===== src/logic/urx_pkg.sv =====
// Purpose: Constants and types for the receive-side serial block
// Assumes: 100 MHz bus clock, Avalon-MM register access
// Notes: Offsets are byte addresses of 32-bit words
package urx_pkg;
    // Register byte offsets
    localparam logic [4:0] OFS_CTRL1 = 5'h00;
    localparam logic [4:0] OFS_CTRL2 = 5'h04;
    localparam logic [4:0] OFS_STAT1 = 5'h08;
    localparam logic [4:0] OFS_STAT2 = 5'h0c;
    localparam logic [4:0] OFS_DATA  = 5'h10;
    localparam logic [4:0] OFS_BAUD  = 5'h14;
    // Status 1 bit positions, plus the Status 2 direction bit
    localparam int B_TX_BUFFER_EMPTY_FLAG = 7;
    localparam int B_TC   = 6;
    localparam int B_RX_BUFFER_FULL_FLAG = 5;
    localparam int B_IDLE = 4;
    localparam int B_OR   = 3;
    localparam int B_NF   = 2;
    localparam int B_FE   = 1;
    localparam int B_DIR  = 1;
    // Oversampling points
    localparam logic [4:0] RT_FIRST = 5'h01;
    localparam logic [4:0] RT_V1    = 5'h03;
    localparam logic [4:0] RT_V2    = 5'h05;
    localparam logic [4:0] RT_V3    = 5'h07;
    localparam logic [4:0] RT_S1    = 5'h08;
    localparam logic [4:0] RT_S2    = 5'h09;
    localparam logic [4:0] RT_S3    = 5'h0a;
    localparam logic [4:0] RT_LAST  = 5'h10;
    // Idle thresholds in ticks (10 or 11 bit times of 16), last data bit index, reset baud divisor
    localparam logic [7:0] IDLE_8   = 8'ha0;
    localparam logic [7:0] IDLE_9   = 8'hb0;
    localparam logic [3:0] LAST_8   = 4'h7;
    localparam logic [3:0] LAST_9   = 4'h8;
    localparam logic [15:0] BAUD_RST = 16'h0036;

    typedef enum logic [1:0] {
        ST_HUNT  = 2'b00,
        ST_START = 2'b01,
        ST_DATA  = 2'b10,
        ST_STOP  = 2'b11
    } urx_state_t;

    // Control 1 fields
    typedef struct packed {
        logic internal_loop_en;
        logic rx_source_sel;
        logic quiet_count_start_sel;
        logic wake_sel;
        logic nine_bit;
    } urx_cfg_t;

    // Control 2 fields
    typedef struct packed {
        logic tc_ie;
        logic tx_buffer_empty_flag_ie;
        logic idle_ie;
        logic rx_ie;
        logic rx_standby_bit;
        logic tx_on;
        logic rx_on;
    } urx_ctl_t;
endpackage


===== src/logic/urx_top.sv =====
// Purpose: Receive data recovery, wakeup, loop routing, interrupt request
// Assumes: Transmitter lives outside and reports its flags and drive
// Notes: One wait state on every bus access
`timescale 1ns/1ps
module urx_top
    import urx_pkg::*;
#(
    parameter logic [15:0] BAUD_DIV = BAUD_RST
)(
    // Clock and reset
    input  wire logic        clk,
    input  wire logic        sys_rst,
    // Avalon-MM slave
    input  wire logic [4:0]  address,
    input  wire logic        read,
    input  wire logic        write,
    input  wire logic [31:0] writedata,
    output logic      [31:0] readdata,
    output logic             waitrequest,
    // Serial pins
    input  wire logic        rxd_i,
    input  wire logic        txd_i,
    output logic             txd_o,
    output logic             txd_oe_n,
    // Transmitter side
    input  wire logic        tx_drive,
    input  wire logic        tx_buffer_empty_flag,
    input  wire logic        tx_done_flag,
    output logic             tx_on,
    // Interrupt request
    output logic             irq
);
    urx_cfg_t   cfg;
    urx_ctl_t   ctl;
    urx_state_t state;
    logic        single_pin_direction;
    logic [15:0] baud;
    logic [15:0] div_cnt;
    logic        tick;
    logic        rxd_meta, rxd_s, txd_meta, txd_s;
    logic        line;
    logic [2:0]  hist;
    logic [1:0]  smp;
    logic [4:0]  rt;
    logic [3:0]  bitn;
    logic [8:0]  shift;
    logic [8:0]  rx_data;
    logic        nf_pend, prev_bit;
    logic        rx_buffer_full_flag, idle_flag, overrun_flag;
    logic        noise_flag, stop_bit_fault_flag, idle_armed;
    logic [7:0]  idle_cnt;
    logic        acc, wr, done, stop_bit, stop_fe, stop_nf, msb_hit;
    logic [2:0]  trio;
    logic [7:0]  idle_thr;
    logic        idle_hit, wake_idle;

    function automatic logic maj3(input logic [2:0] v);
        maj3 = (v[0] & v[1]) | (v[0] & v[2]) | (v[1] & v[2]);
    endfunction

    function automatic logic mixed3(input logic [2:0] v);
        mixed3 = (v != 3'h0) && (v != 3'h7);
    endfunction

    //--------------------------------------------------------------
    // Bus slave
    //--------------------------------------------------------------
    assign acc = (read | write) & waitrequest;
    // Writes land only at the edge that samples waitrequest low
    assign wr  = write & ~waitrequest;

    // One wait state, then accept
    always_ff @(posedge clk or posedge sys_rst)
        if (sys_rst)
            waitrequest <= 1'b1;
        else
            waitrequest <= ~acc;

    // Read data mux, unmapped reads as zero
    always_ff @(posedge clk or posedge sys_rst)
        if (sys_rst)
            readdata <= 32'h0;
        else if (read & acc)
        begin
            readdata <= 32'h0;
            case (address)
                OFS_CTRL1: readdata[4:0] <= cfg;
                OFS_CTRL2: readdata[6:0] <= ctl;
                OFS_STAT1: readdata[7:0] <= {tx_buffer_empty_flag,
                    tx_done_flag, rx_buffer_full_flag, idle_flag,
                    overrun_flag, noise_flag, stop_bit_fault_flag, 1'b0};
                OFS_STAT2: readdata[B_DIR] <= single_pin_direction;
                OFS_DATA:  readdata[8:0] <= rx_data;
                OFS_BAUD:  readdata[15:0] <= baud;
                default:   readdata <= 32'h0;
            endcase
        end

    // Configuration registers
    always_ff @(posedge clk or posedge sys_rst)
        if (sys_rst)
        begin
            cfg <= '0;
            baud <= BAUD_DIV;
            single_pin_direction <= 1'b0;
        end
        else if (wr)
        begin
            if (address == OFS_CTRL1)
                cfg <= writedata[4:0];
            if (address == OFS_BAUD)
                baud <= (writedata[15:0] == 16'h0) ? 16'h1
                                                   : writedata[15:0];
            if (address == OFS_STAT2)
                single_pin_direction <= writedata[B_DIR];
        end

    // Control 2; software setting standby wins over a wake
    always_ff @(posedge clk or posedge sys_rst)
        if (sys_rst)
            ctl <= '0;
        else if (wr && address == OFS_CTRL2)
            ctl <= writedata[6:0];
        else if (ctl.rx_standby_bit && (wake_idle || msb_hit))
            ctl.rx_standby_bit <= 1'b0;
        else
            ctl <= ctl;

    //--------------------------------------------------------------
    // Pins and receiver source
    //--------------------------------------------------------------
    always_ff @(posedge clk or posedge sys_rst)
        if (sys_rst)
        begin
            rxd_meta <= 1'b1;
            rxd_s <= 1'b1;
            txd_meta <= 1'b1;
            txd_s <= 1'b1;
        end
        else
        begin
            rxd_meta <= rxd_i;
            rxd_s <= rxd_meta;
            txd_meta <= txd_i;
            txd_s <= txd_meta;
        end

    // Source mux and pin drive
    always_ff @(posedge clk or posedge sys_rst)
        if (sys_rst)
        begin
            line <= 1'b1;
            txd_o <= 1'b1;
            txd_oe_n <= 1'b0;
            tx_on <= 1'b0;
        end
        else
        begin
            if (!cfg.internal_loop_en)
                line <= rxd_s;
            else if (cfg.rx_source_sel)
                line <= txd_s;
            else
                line <= tx_drive;
            txd_o <= tx_drive;
            txd_oe_n <= cfg.internal_loop_en & cfg.rx_source_sel
                        & ~single_pin_direction;
            tx_on <= ctl.tx_on;
        end

    //--------------------------------------------------------------
    // Oversampling tick
    //--------------------------------------------------------------
    always_ff @(posedge clk or posedge sys_rst)
        if (sys_rst)
        begin
            div_cnt <= 16'h0;
            tick <= 1'b0;
        end
        else
        begin
            tick <= (div_cnt >= baud - 16'h1);
            div_cnt <= (div_cnt >= baud - 16'h1) ? 16'h0
                                                 : div_cnt + 16'h1;
        end

    //--------------------------------------------------------------
    // Data recovery
    //--------------------------------------------------------------
    assign trio     = {smp, line};
    assign stop_bit = maj3(trio);
    assign stop_fe  = ~stop_bit;
    assign stop_nf  = mixed3(trio);
    assign done     = tick && state == ST_STOP && rt == RT_S3;
    assign msb_hit  = tick && state == ST_DATA && rt == RT_S3 &&
                      cfg.wake_sel && maj3(trio) &&
                      bitn == (cfg.nine_bit ? LAST_9 : LAST_8);

    // Frame state machine
    always_ff @(posedge clk or posedge sys_rst)
        if (sys_rst)
        begin
            state <= ST_HUNT;
            rt <= RT_FIRST;
            bitn <= 4'h0;
            hist <= 3'h7;
            smp <= 2'h0;
            shift <= 9'h0;
            nf_pend <= 1'b0;
            prev_bit <= 1'b1;
        end
        else if (!ctl.rx_on)
        begin
            state <= ST_HUNT;
            hist <= 3'h7;
        end
        else if (tick)
        begin
            hist <= {hist[1:0], line};
            rt <= rt + 5'h1;
            if (rt == RT_V1 || rt == RT_V2 || rt == RT_S1 || rt == RT_S2)
                smp <= {smp[0], line};
            case (state)
                ST_HUNT:
                    if (hist == 3'h7 && !line)
                    begin
                        state <= ST_START;
                        rt <= RT_FIRST + 5'h1;
                        nf_pend <= 1'b0;
                        shift <= 9'h0;
                    end
                ST_START:
                begin
                    if (rt == RT_V3)
                    begin
                        if (maj3(trio))
                            state <= ST_HUNT;
                        else if (trio != 3'h0)
                            nf_pend <= 1'b1;
                    end
                    // Value ignored, any high marks noise
                    if (rt == RT_S3 && trio != 3'h0)
                        nf_pend <= 1'b1;
                    if (rt == RT_LAST)
                    begin
                        state <= ST_DATA;
                        rt <= RT_FIRST;
                        bitn <= 4'h0;
                        prev_bit <= 1'b0;
                    end
                end
                ST_DATA:
                begin
                    if (rt == RT_S3)
                    begin
                        shift[bitn] <= maj3(trio);
                        prev_bit <= maj3(trio);
                        if (mixed3(trio))
                            nf_pend <= 1'b1;
                    end
                    // Realign on a clean high-to-low edge
                    if (prev_bit && hist == 3'h7 && !line &&
                        (rt > RT_S3 || rt < RT_S1))
                    begin
                        rt <= RT_FIRST + 5'h1;
                        if (rt > RT_S3)
                            bitn <= bitn + 4'h1;
                        prev_bit <= 1'b0;
                    end
                    else if (rt == RT_LAST)
                    begin
                        rt <= RT_FIRST;
                        bitn <= bitn + 4'h1;
                    end
                    if ((rt == RT_LAST || rt > RT_S3) && bitn ==
                        (cfg.nine_bit ? LAST_9 : LAST_8) &&
                        (rt == RT_LAST || (prev_bit && hist == 3'h7
                         && !line)))
                        state <= ST_STOP;
                end
                ST_STOP:
                    if (rt == RT_S3)
                    begin
                        state <= ST_HUNT;
                        hist <= {hist[1:0], line};
                    end
                default:
                    state <= ST_HUNT;
            endcase
        end

    //--------------------------------------------------------------
    // Receive flags and data
    //--------------------------------------------------------------
    // Frame end; hardware set wins over software clear
    always_ff @(posedge clk or posedge sys_rst)
        if (sys_rst)
        begin
            rx_data <= 9'h0;
            rx_buffer_full_flag <= 1'b0;
            overrun_flag <= 1'b0;
            noise_flag <= 1'b0;
            stop_bit_fault_flag <= 1'b0;
        end
        else
        begin
            if (wr && address == OFS_STAT1)
            begin
                rx_buffer_full_flag <= rx_buffer_full_flag
                                       & ~writedata[B_RX_BUFFER_FULL_FLAG];
                overrun_flag <= overrun_flag & ~writedata[B_OR];
                noise_flag <= noise_flag & ~writedata[B_NF];
                stop_bit_fault_flag <= stop_bit_fault_flag
                                       & ~writedata[B_FE];
            end
            if (done)
            begin
                if (rx_buffer_full_flag && !ctl.rx_standby_bit)
                    overrun_flag <= 1'b1;
                else
                begin
                    // Standby loads data without full flag
                    rx_data <= cfg.nine_bit ? shift
                                            : {1'b0, shift[7:0]};
                    rx_buffer_full_flag <= !ctl.rx_standby_bit;
                    if (stop_fe)
                        stop_bit_fault_flag <= 1'b1;
                    if (stop_nf || nf_pend)
                        noise_flag <= 1'b1;
                end
            end
        end

    //--------------------------------------------------------------
    // Idle detection and wakeup
    //--------------------------------------------------------------
    assign idle_thr  = cfg.nine_bit ? IDLE_9 : IDLE_8;
    assign idle_hit  = tick && line && idle_cnt == idle_thr - 8'h1;
    assign wake_idle = !cfg.wake_sel && idle_cnt >= idle_thr;

    // Count ticks of high line
    always_ff @(posedge clk or posedge sys_rst)
        if (sys_rst)
            idle_cnt <= 8'h0;
        else if (!line || (cfg.quiet_count_start_sel && state != ST_HUNT))
            idle_cnt <= 8'h0;
        else if (tick && idle_cnt != 8'hff)
            idle_cnt <= idle_cnt + 8'h1;

    // Idle flag armed by a received frame
    always_ff @(posedge clk or posedge sys_rst)
        if (sys_rst)
        begin
            idle_flag <= 1'b0;
            idle_armed <= 1'b0;
        end
        else
        begin
            if (wr && address == OFS_STAT1 && writedata[B_IDLE])
                idle_flag <= 1'b0;
            if (done && !ctl.rx_standby_bit)
                idle_armed <= 1'b1;
            else if (idle_hit && idle_armed && !ctl.rx_standby_bit)
            begin
                idle_flag <= 1'b1;
                idle_armed <= 1'b0;
            end
        end

    //--------------------------------------------------------------
    // Interrupt request
    //--------------------------------------------------------------
    // Level request, also usable as a wait-mode wake
    always_ff @(posedge clk or posedge sys_rst)
        if (sys_rst)
            irq <= 1'b0;
        else
            irq <= (tx_buffer_empty_flag & ctl.tx_buffer_empty_flag_ie) |
                   (tx_done_flag & ctl.tc_ie) |
                   (!ctl.rx_standby_bit &
                    ((rx_buffer_full_flag & ctl.rx_ie) |
                     (overrun_flag & ctl.rx_ie) |
                     (idle_flag & ctl.idle_ie)));
endmodule


===== config.mk =====
export PLATFORM = sky130hd
export DESIGN_NAME = urx_top
export DESIGN_NICKNAME = d
export VERILOG_FILES = /design/src/logic/urx_pkg.sv /design/src/logic/urx_top.sv
export SDC_FILE = /design/constraint.sdc
export NUM_CORES = 1
export LEC_CHECK = 0
export BUFFER_PORTS_ARGS = -buffer_cell sky130_fd_sc_hd__clkbuf_2
export CORE_MARGIN = 10
export CORE_UTILIZATION = 59
export DETAILED_ROUTE_END_ITERATION = 12
export PLACE_DENSITY = 0.78
export SLEW_MARGIN = 20
export SYNTH_ARGS = -nofsm -noshare
export SYNTH_HDL_FRONTEND = slang
export SYNTH_SLANG_ARGS = --single-unit

===== constraint.sdc =====
create_clock -name clk -period 3.8 [get_ports clk]
set_input_delay 0.19 -clock clk [delete_from_list [all_inputs] [get_ports clk]]
set_output_delay 0.19 -clock clk [all_outputs]
set_load 0.005 [all_outputs]

Yosys cells after proc, flatten, opt, wreduce, memory -nomap -nowiden
Index checks and enable logic that the tools add are counted.
{"block": "op_classes", "n_mux": 75, "bitwise": 33, "eq_ne": 36, "order_cmp": 6, "n_reduce_logical": 63, "add_sub_neg": 6}
{"operator": "$mux W1", "count": 33}
{"operator": "$mux W16", "count": 2}
{"operator": "$logic_and A1 B1 Y1", "count": 29}
{"operator": "$mux W9", "count": 3}
{"operator": "$eq A5 B4 Y1 const B", "count": 5}
{"operator": "$mux W4", "count": 5}
{"operator": "$mux W5", "count": 4}
{"operator": "$and A1 B1 Y1", "count": 18}
{"operator": "$ne A3 B3 Y1 const B", "count": 6}
{"operator": "$pmux W9 S2", "count": 1}
{"operator": "$add A16 B1 Y16 const B", "count": 1}
{"operator": "$ge A16 B16 Y1", "count": 1}
{"operator": "$logic_not A16 Y1", "count": 1}
{"operator": "$mux W2", "count": 8}
{"operator": "$mux W8", "count": 2}
{"operator": "$pmux W2 S4", "count": 2}
{"operator": "$sub A16 B1 Y16 const B", "count": 1}
{"operator": "$eq A5 B3 Y1 const B", "count": 3}
{"operator": "$eq A5 B5 Y1 const B", "count": 3}
{"operator": "$pmux W3 S5", "count": 1}
{"operator": "$pmux W5 S3", "count": 1}
{"operator": "$reduce_and A6 Y1", "count": 2}
{"operator": "$reduce_bool A2 Y1", "count": 6}
{"operator": "$reduce_and A2 Y1", "count": 5}
{"operator": "other kinds (40)", "count": 76}
{"block": "totals", "inputBits": 46, "reg_bits": 122, "elab_cells": 262, "output_inout_bits": 37}

Logic depth before layout (Yosys ltp)
{"block": "depth", "word_depth": 10, "ltp_mapped": 13, "mapped_depth_nobuf": 12}

Worst setup path before layout
Ideal clock, no wire load.
{"block": "synth_timing", "kind": "register -> register", "startpoint": "register baud[4]", "endpoint": "register div_cnt[0]", "path_buffers": 0, "slack_ns": 0.823, "setup_time_ns": 0.094, "stages_incl_launch_ff": 12, "t_required_ns": 3.706, "t_arrival_ns": 2.883, "period_less_slack_ns": 2.977, "cell_sequence": "dfstp_2 -> nor4_1 -> nand2_1 -> or4_1 -> nor3_1 -> xnor2_1 -> ha_1 -> a21o_1 -> a21o_1 -> and2_1 -> or2_2 -> a211oi_1"}
{"block": "synth_via", "elab_chain_cells": 3}
{"item": "from (decl)", "line_no": "urx_top.sv:37", "rtl": "logic [15:0] baud;"}
{"item": "from (signal assigned)", "line_no": "urx_top.sv:112", "rtl": "baud <= (writedata[15:0] == 16'h0) ? 16'h1"}
{"item": "$sub A16 B1 Y16", "line_no": "urx_top.sv:183", "rtl": "div_cnt <= (div_cnt >= baud - 16'h1) ? 16'h0"}
{"item": "$ge A16 B16 Y1", "line_no": "urx_top.sv:183"}
{"item": "$mux W16", "line_no": "urx_top.sv:183"}
{"item": "to (signal assigned)", "line_no": "urx_top.sv:183"}
{"item": "to (decl)", "line_no": "urx_top.sv:38", "rtl": "logic [15:0] div_cnt;"}
No other way between the ends.
A chain may end at the register's enable or synchronous reset.

Final worst setup path
{"block": "layout_timing", "startpoint": "register baud[3]", "endpoint": "register div_cnt[0]"}
The elaborated chain is that of the path after synthesis.

==> reports/results.ini <==
[drt]
wirelength_um=16800
via_count=5533
wl_per_cell_um=18.8
drcViolationCount=0
drt_iter0_markers=450
drt_first_pass_iters=5
vias_per_cell=6.18
antenna_left=0

[sta]
finalSetupViolCount=0
timing.setup.tns_ns=0
rsz0062_at_grt=false
slew_violations=0
finalCriticalPeriod_ns=3.33
skew_ns=0.00659
slew_headroom=0.468
tightest_slew_ns=0.798
whs_ns=0.0158
finalHoldViolCount=0
finalCritPeriodShare=0.877
fmax_mhz=300

[setup_path]
cp-end-kind=register
crit_start=baud[3]$_DFFE_PP0P_
critical_path_arrival_ns=3.65
critPathRequiredTime_ns=4.12
worstSetupPathType=reg -> reg
rr_startpoint=baud[3]$_DFFE_PP0P_
rrSetupSlack_ns=0.47
rr_worst_depth=11
worst-path-max-fanout=5
critPathLaunchType=register

[power_and_ir_drop]
power_density_nw_per_um2=521
comb_power_share=0.192
clockPowerShare=0.406
switching_share=0.295
leakagePower_nw=3.48
vdd_drop_max_mv=0.445
seq_power_share=0.402
switchingPower_w=0.00119
p_int_w=0.00285

[floorplanning]
io_pins=83
rows=39
initial_core_util=0.598
dieWidth_um=127
core_um2=11400
dieArea_um2=16200
die_y_um=127

[run]
drv_cap=0

[global_route]
antenna_found_initial=0
grt_max_degree=64
track_usage=0.205
gr-total-overflow=0
grt_pass1_wl_um=27400
first_global_vias=5488

[hold_path]
hold_depth=2
hp-class=in -> reg
holdCritStartpoint=writedata[13]

[clocking]
cts_tree=done
cts_resized=0
cts_made_buffers=17
post_cts_buffers=0
hold_buffers=6
clk_latency_ns=0.42
cts_max_path_buffers=2
htree_levels=4
cts.clk_slew.worst_paths_ns=0.05
root_buffer=clkbuf_16
clkSinkCount=122

[outcome]
status=finished clean

[placement]
gp_routability_congestion=0.911
port-buffer-count=50
hpwl_um=11900

[yosys]
synthAdderAreaFrac=0.0622
ys_types=72
yosysWarnings=0
synth_top_area_share=0.390
synthArstFlopShare=1.00
synth.most_common_cell=dfrtp_1
synth_seq_cells=122
synth-xor-area-share=0.0451
seq_area_frac_synth=0.452
synth_top_cell_by_area=dfrtp_1
muxShareOfSynthArea=0.0687
ys.flop_type=dfrtp_1
synth.avg_cell_area_um2=9.93
synth_top_family_by_area=simple AND/OR/NAND/NOR gates
synth_compound_area_frac=0.160
synth-edff-count=0
synth_common_cells=dfrtp_1, nand2_1, nor2_1, a21oi_1, o21ai_0
netlist_area_um2=6800
netlist_instances=684
synth_top_cells_by_area=dfrtp_1, dfstp_2, ha_1, mux2_2, nand2_1
synthSimpleGateAreaFrac=0.162

[cells_and_area]
post-route-util=0.683
antennaDiodeCount=0
nFillCells=820
fin_nets=818
syn2layout_area_growth_pct=14.2
layout-drive-gt1-share=0.184

## registers in the layout, summed over array words and instances, names as in the netlist, 3 cells and up
name      cells
cfg           5
rt            5
idle_cnt      8
baud         16
hist          3
ctl           7
shift         9
div_cnt      16
bitn          4
readdata     16
rx_data       9
## final timing paths
kind | endpoint
min reg2reg | txd_s$_DFF_PP1_
min | baud[13]$_DFFE_PP0P_
max reg2reg | div_cnt[0]$_DFF_PP0_
max | div_cnt[0]$_DFF_PP0_
min in group asynchronous | rt[4]$_DFFE_PP0P_
max in group asynchronous | waitrequest$_DFF_PP1_
## stage by stage
| step | cells | setup WS, ns | area (um2) | total power (W) |
|---|---|---|---|---|
| floorplan | 699 | 0.394 | 6850 | 0.00217 |
| global placement | 857 | 0.599 | 7100 | 0.00235 |
| detailed placement | 857 | 0.513 | 7100 | 0.00240 |
| CTS | 895 | 0.463 | 7760 | 0.00404 |
| global route | 895 | 0.247 | 7760 | 0.00422 |
| finish | 895 | 0.469 | 7760 | 0.00404 |
## metal layers
metal,vias up,global-route usage,wire [um]
li1,2556,-,-
met1,2734,0.241,6900
met2,208,0.351,8450
met3,35,0.0562,1100
met4,0,0.0777,356
met5,-,0,0
## final cells by class
| cell class | instances | area [um2] | area share |
|---|---|---|---|
| repair buffers | 59 | 345 | 0.0445 |
| inverters | 31 | 119 | 0.0153 |
| multi-input cells | 508 | 3450 | 0.444 |
| flip-flops and latches | 122 | 3070 | 0.396 |
| well taps | 143 | 179 | 0.0230 |
| clock inverters | 8 | 118 | 0.0152 |
| clock buffers | 24 | 482 | 0.0621 |
## worst max-delay path, cell delays in order (launching register included)
cell and delay (ns):
dfrtp_1 0.42, nor4_1 0.35, nand2_1 0.15, or4_1 0.55
nor3_1 0.22, xnor2_1 0.16, ha_1 0.26, a21o_1 0.16
a21o_1 0.19, and2_1 0.21, or2_2 0.33, a211oi_1 0.23
## power by group through the flow
stage,Clock (W),Combinational [W],Sequential (W)
floorplan,0,0.000609,0.00156
finish,0.00164,0.000774,0.00163
global route,0.00171,0.000870,0.00164
detailed placement,0,0.000757,0.00164
global placement,0,0.000715,0.00163
CTS,0.00165,0.000770,0.00162
## cell families (layout without fill, tap and decap cells)
| group | after synthesis | after routing |
|---|---|---|
| xor gates and xnor gates | 35 | 35 |
| other | 1 | 16 |
| and+or+nand+nor | 216 | 216 |
| adders and majority gates | 34 | 34 |
| muxes | 43 | 43 |
| DFF | 122 | 122 |
| AOI/OAI and AO/OA | 164 | 164 |
| buffers and inverters | 69 | 122 |
## layout by cell type, fill, tap and decap left out, types with 14 or more instances in the layout
| cell | n |
|---|---|
| dfrtp_1 | 106 |
| nand2_1 | 68 |
| clkbuf_2 | 50 |
| nor2_1 | 42 |
| a21oi_1 | 38 |
| o21ai_0 | 37 |
| ha_1 | 33 |
| inv_1 | 30 |
| mux2_2 | 29 |
| xnor2_1 | 22 |
| nand3_1 | 17 |
| clkbuf_16 | 17 |
| conb_1 | 16 |
| dfstp_2 | 16 |
| o21ai_1 | 15 |
| nand4_1 | 14 |
| mux2i_1 | 14 |
Power figures use the tool's default switching activity.
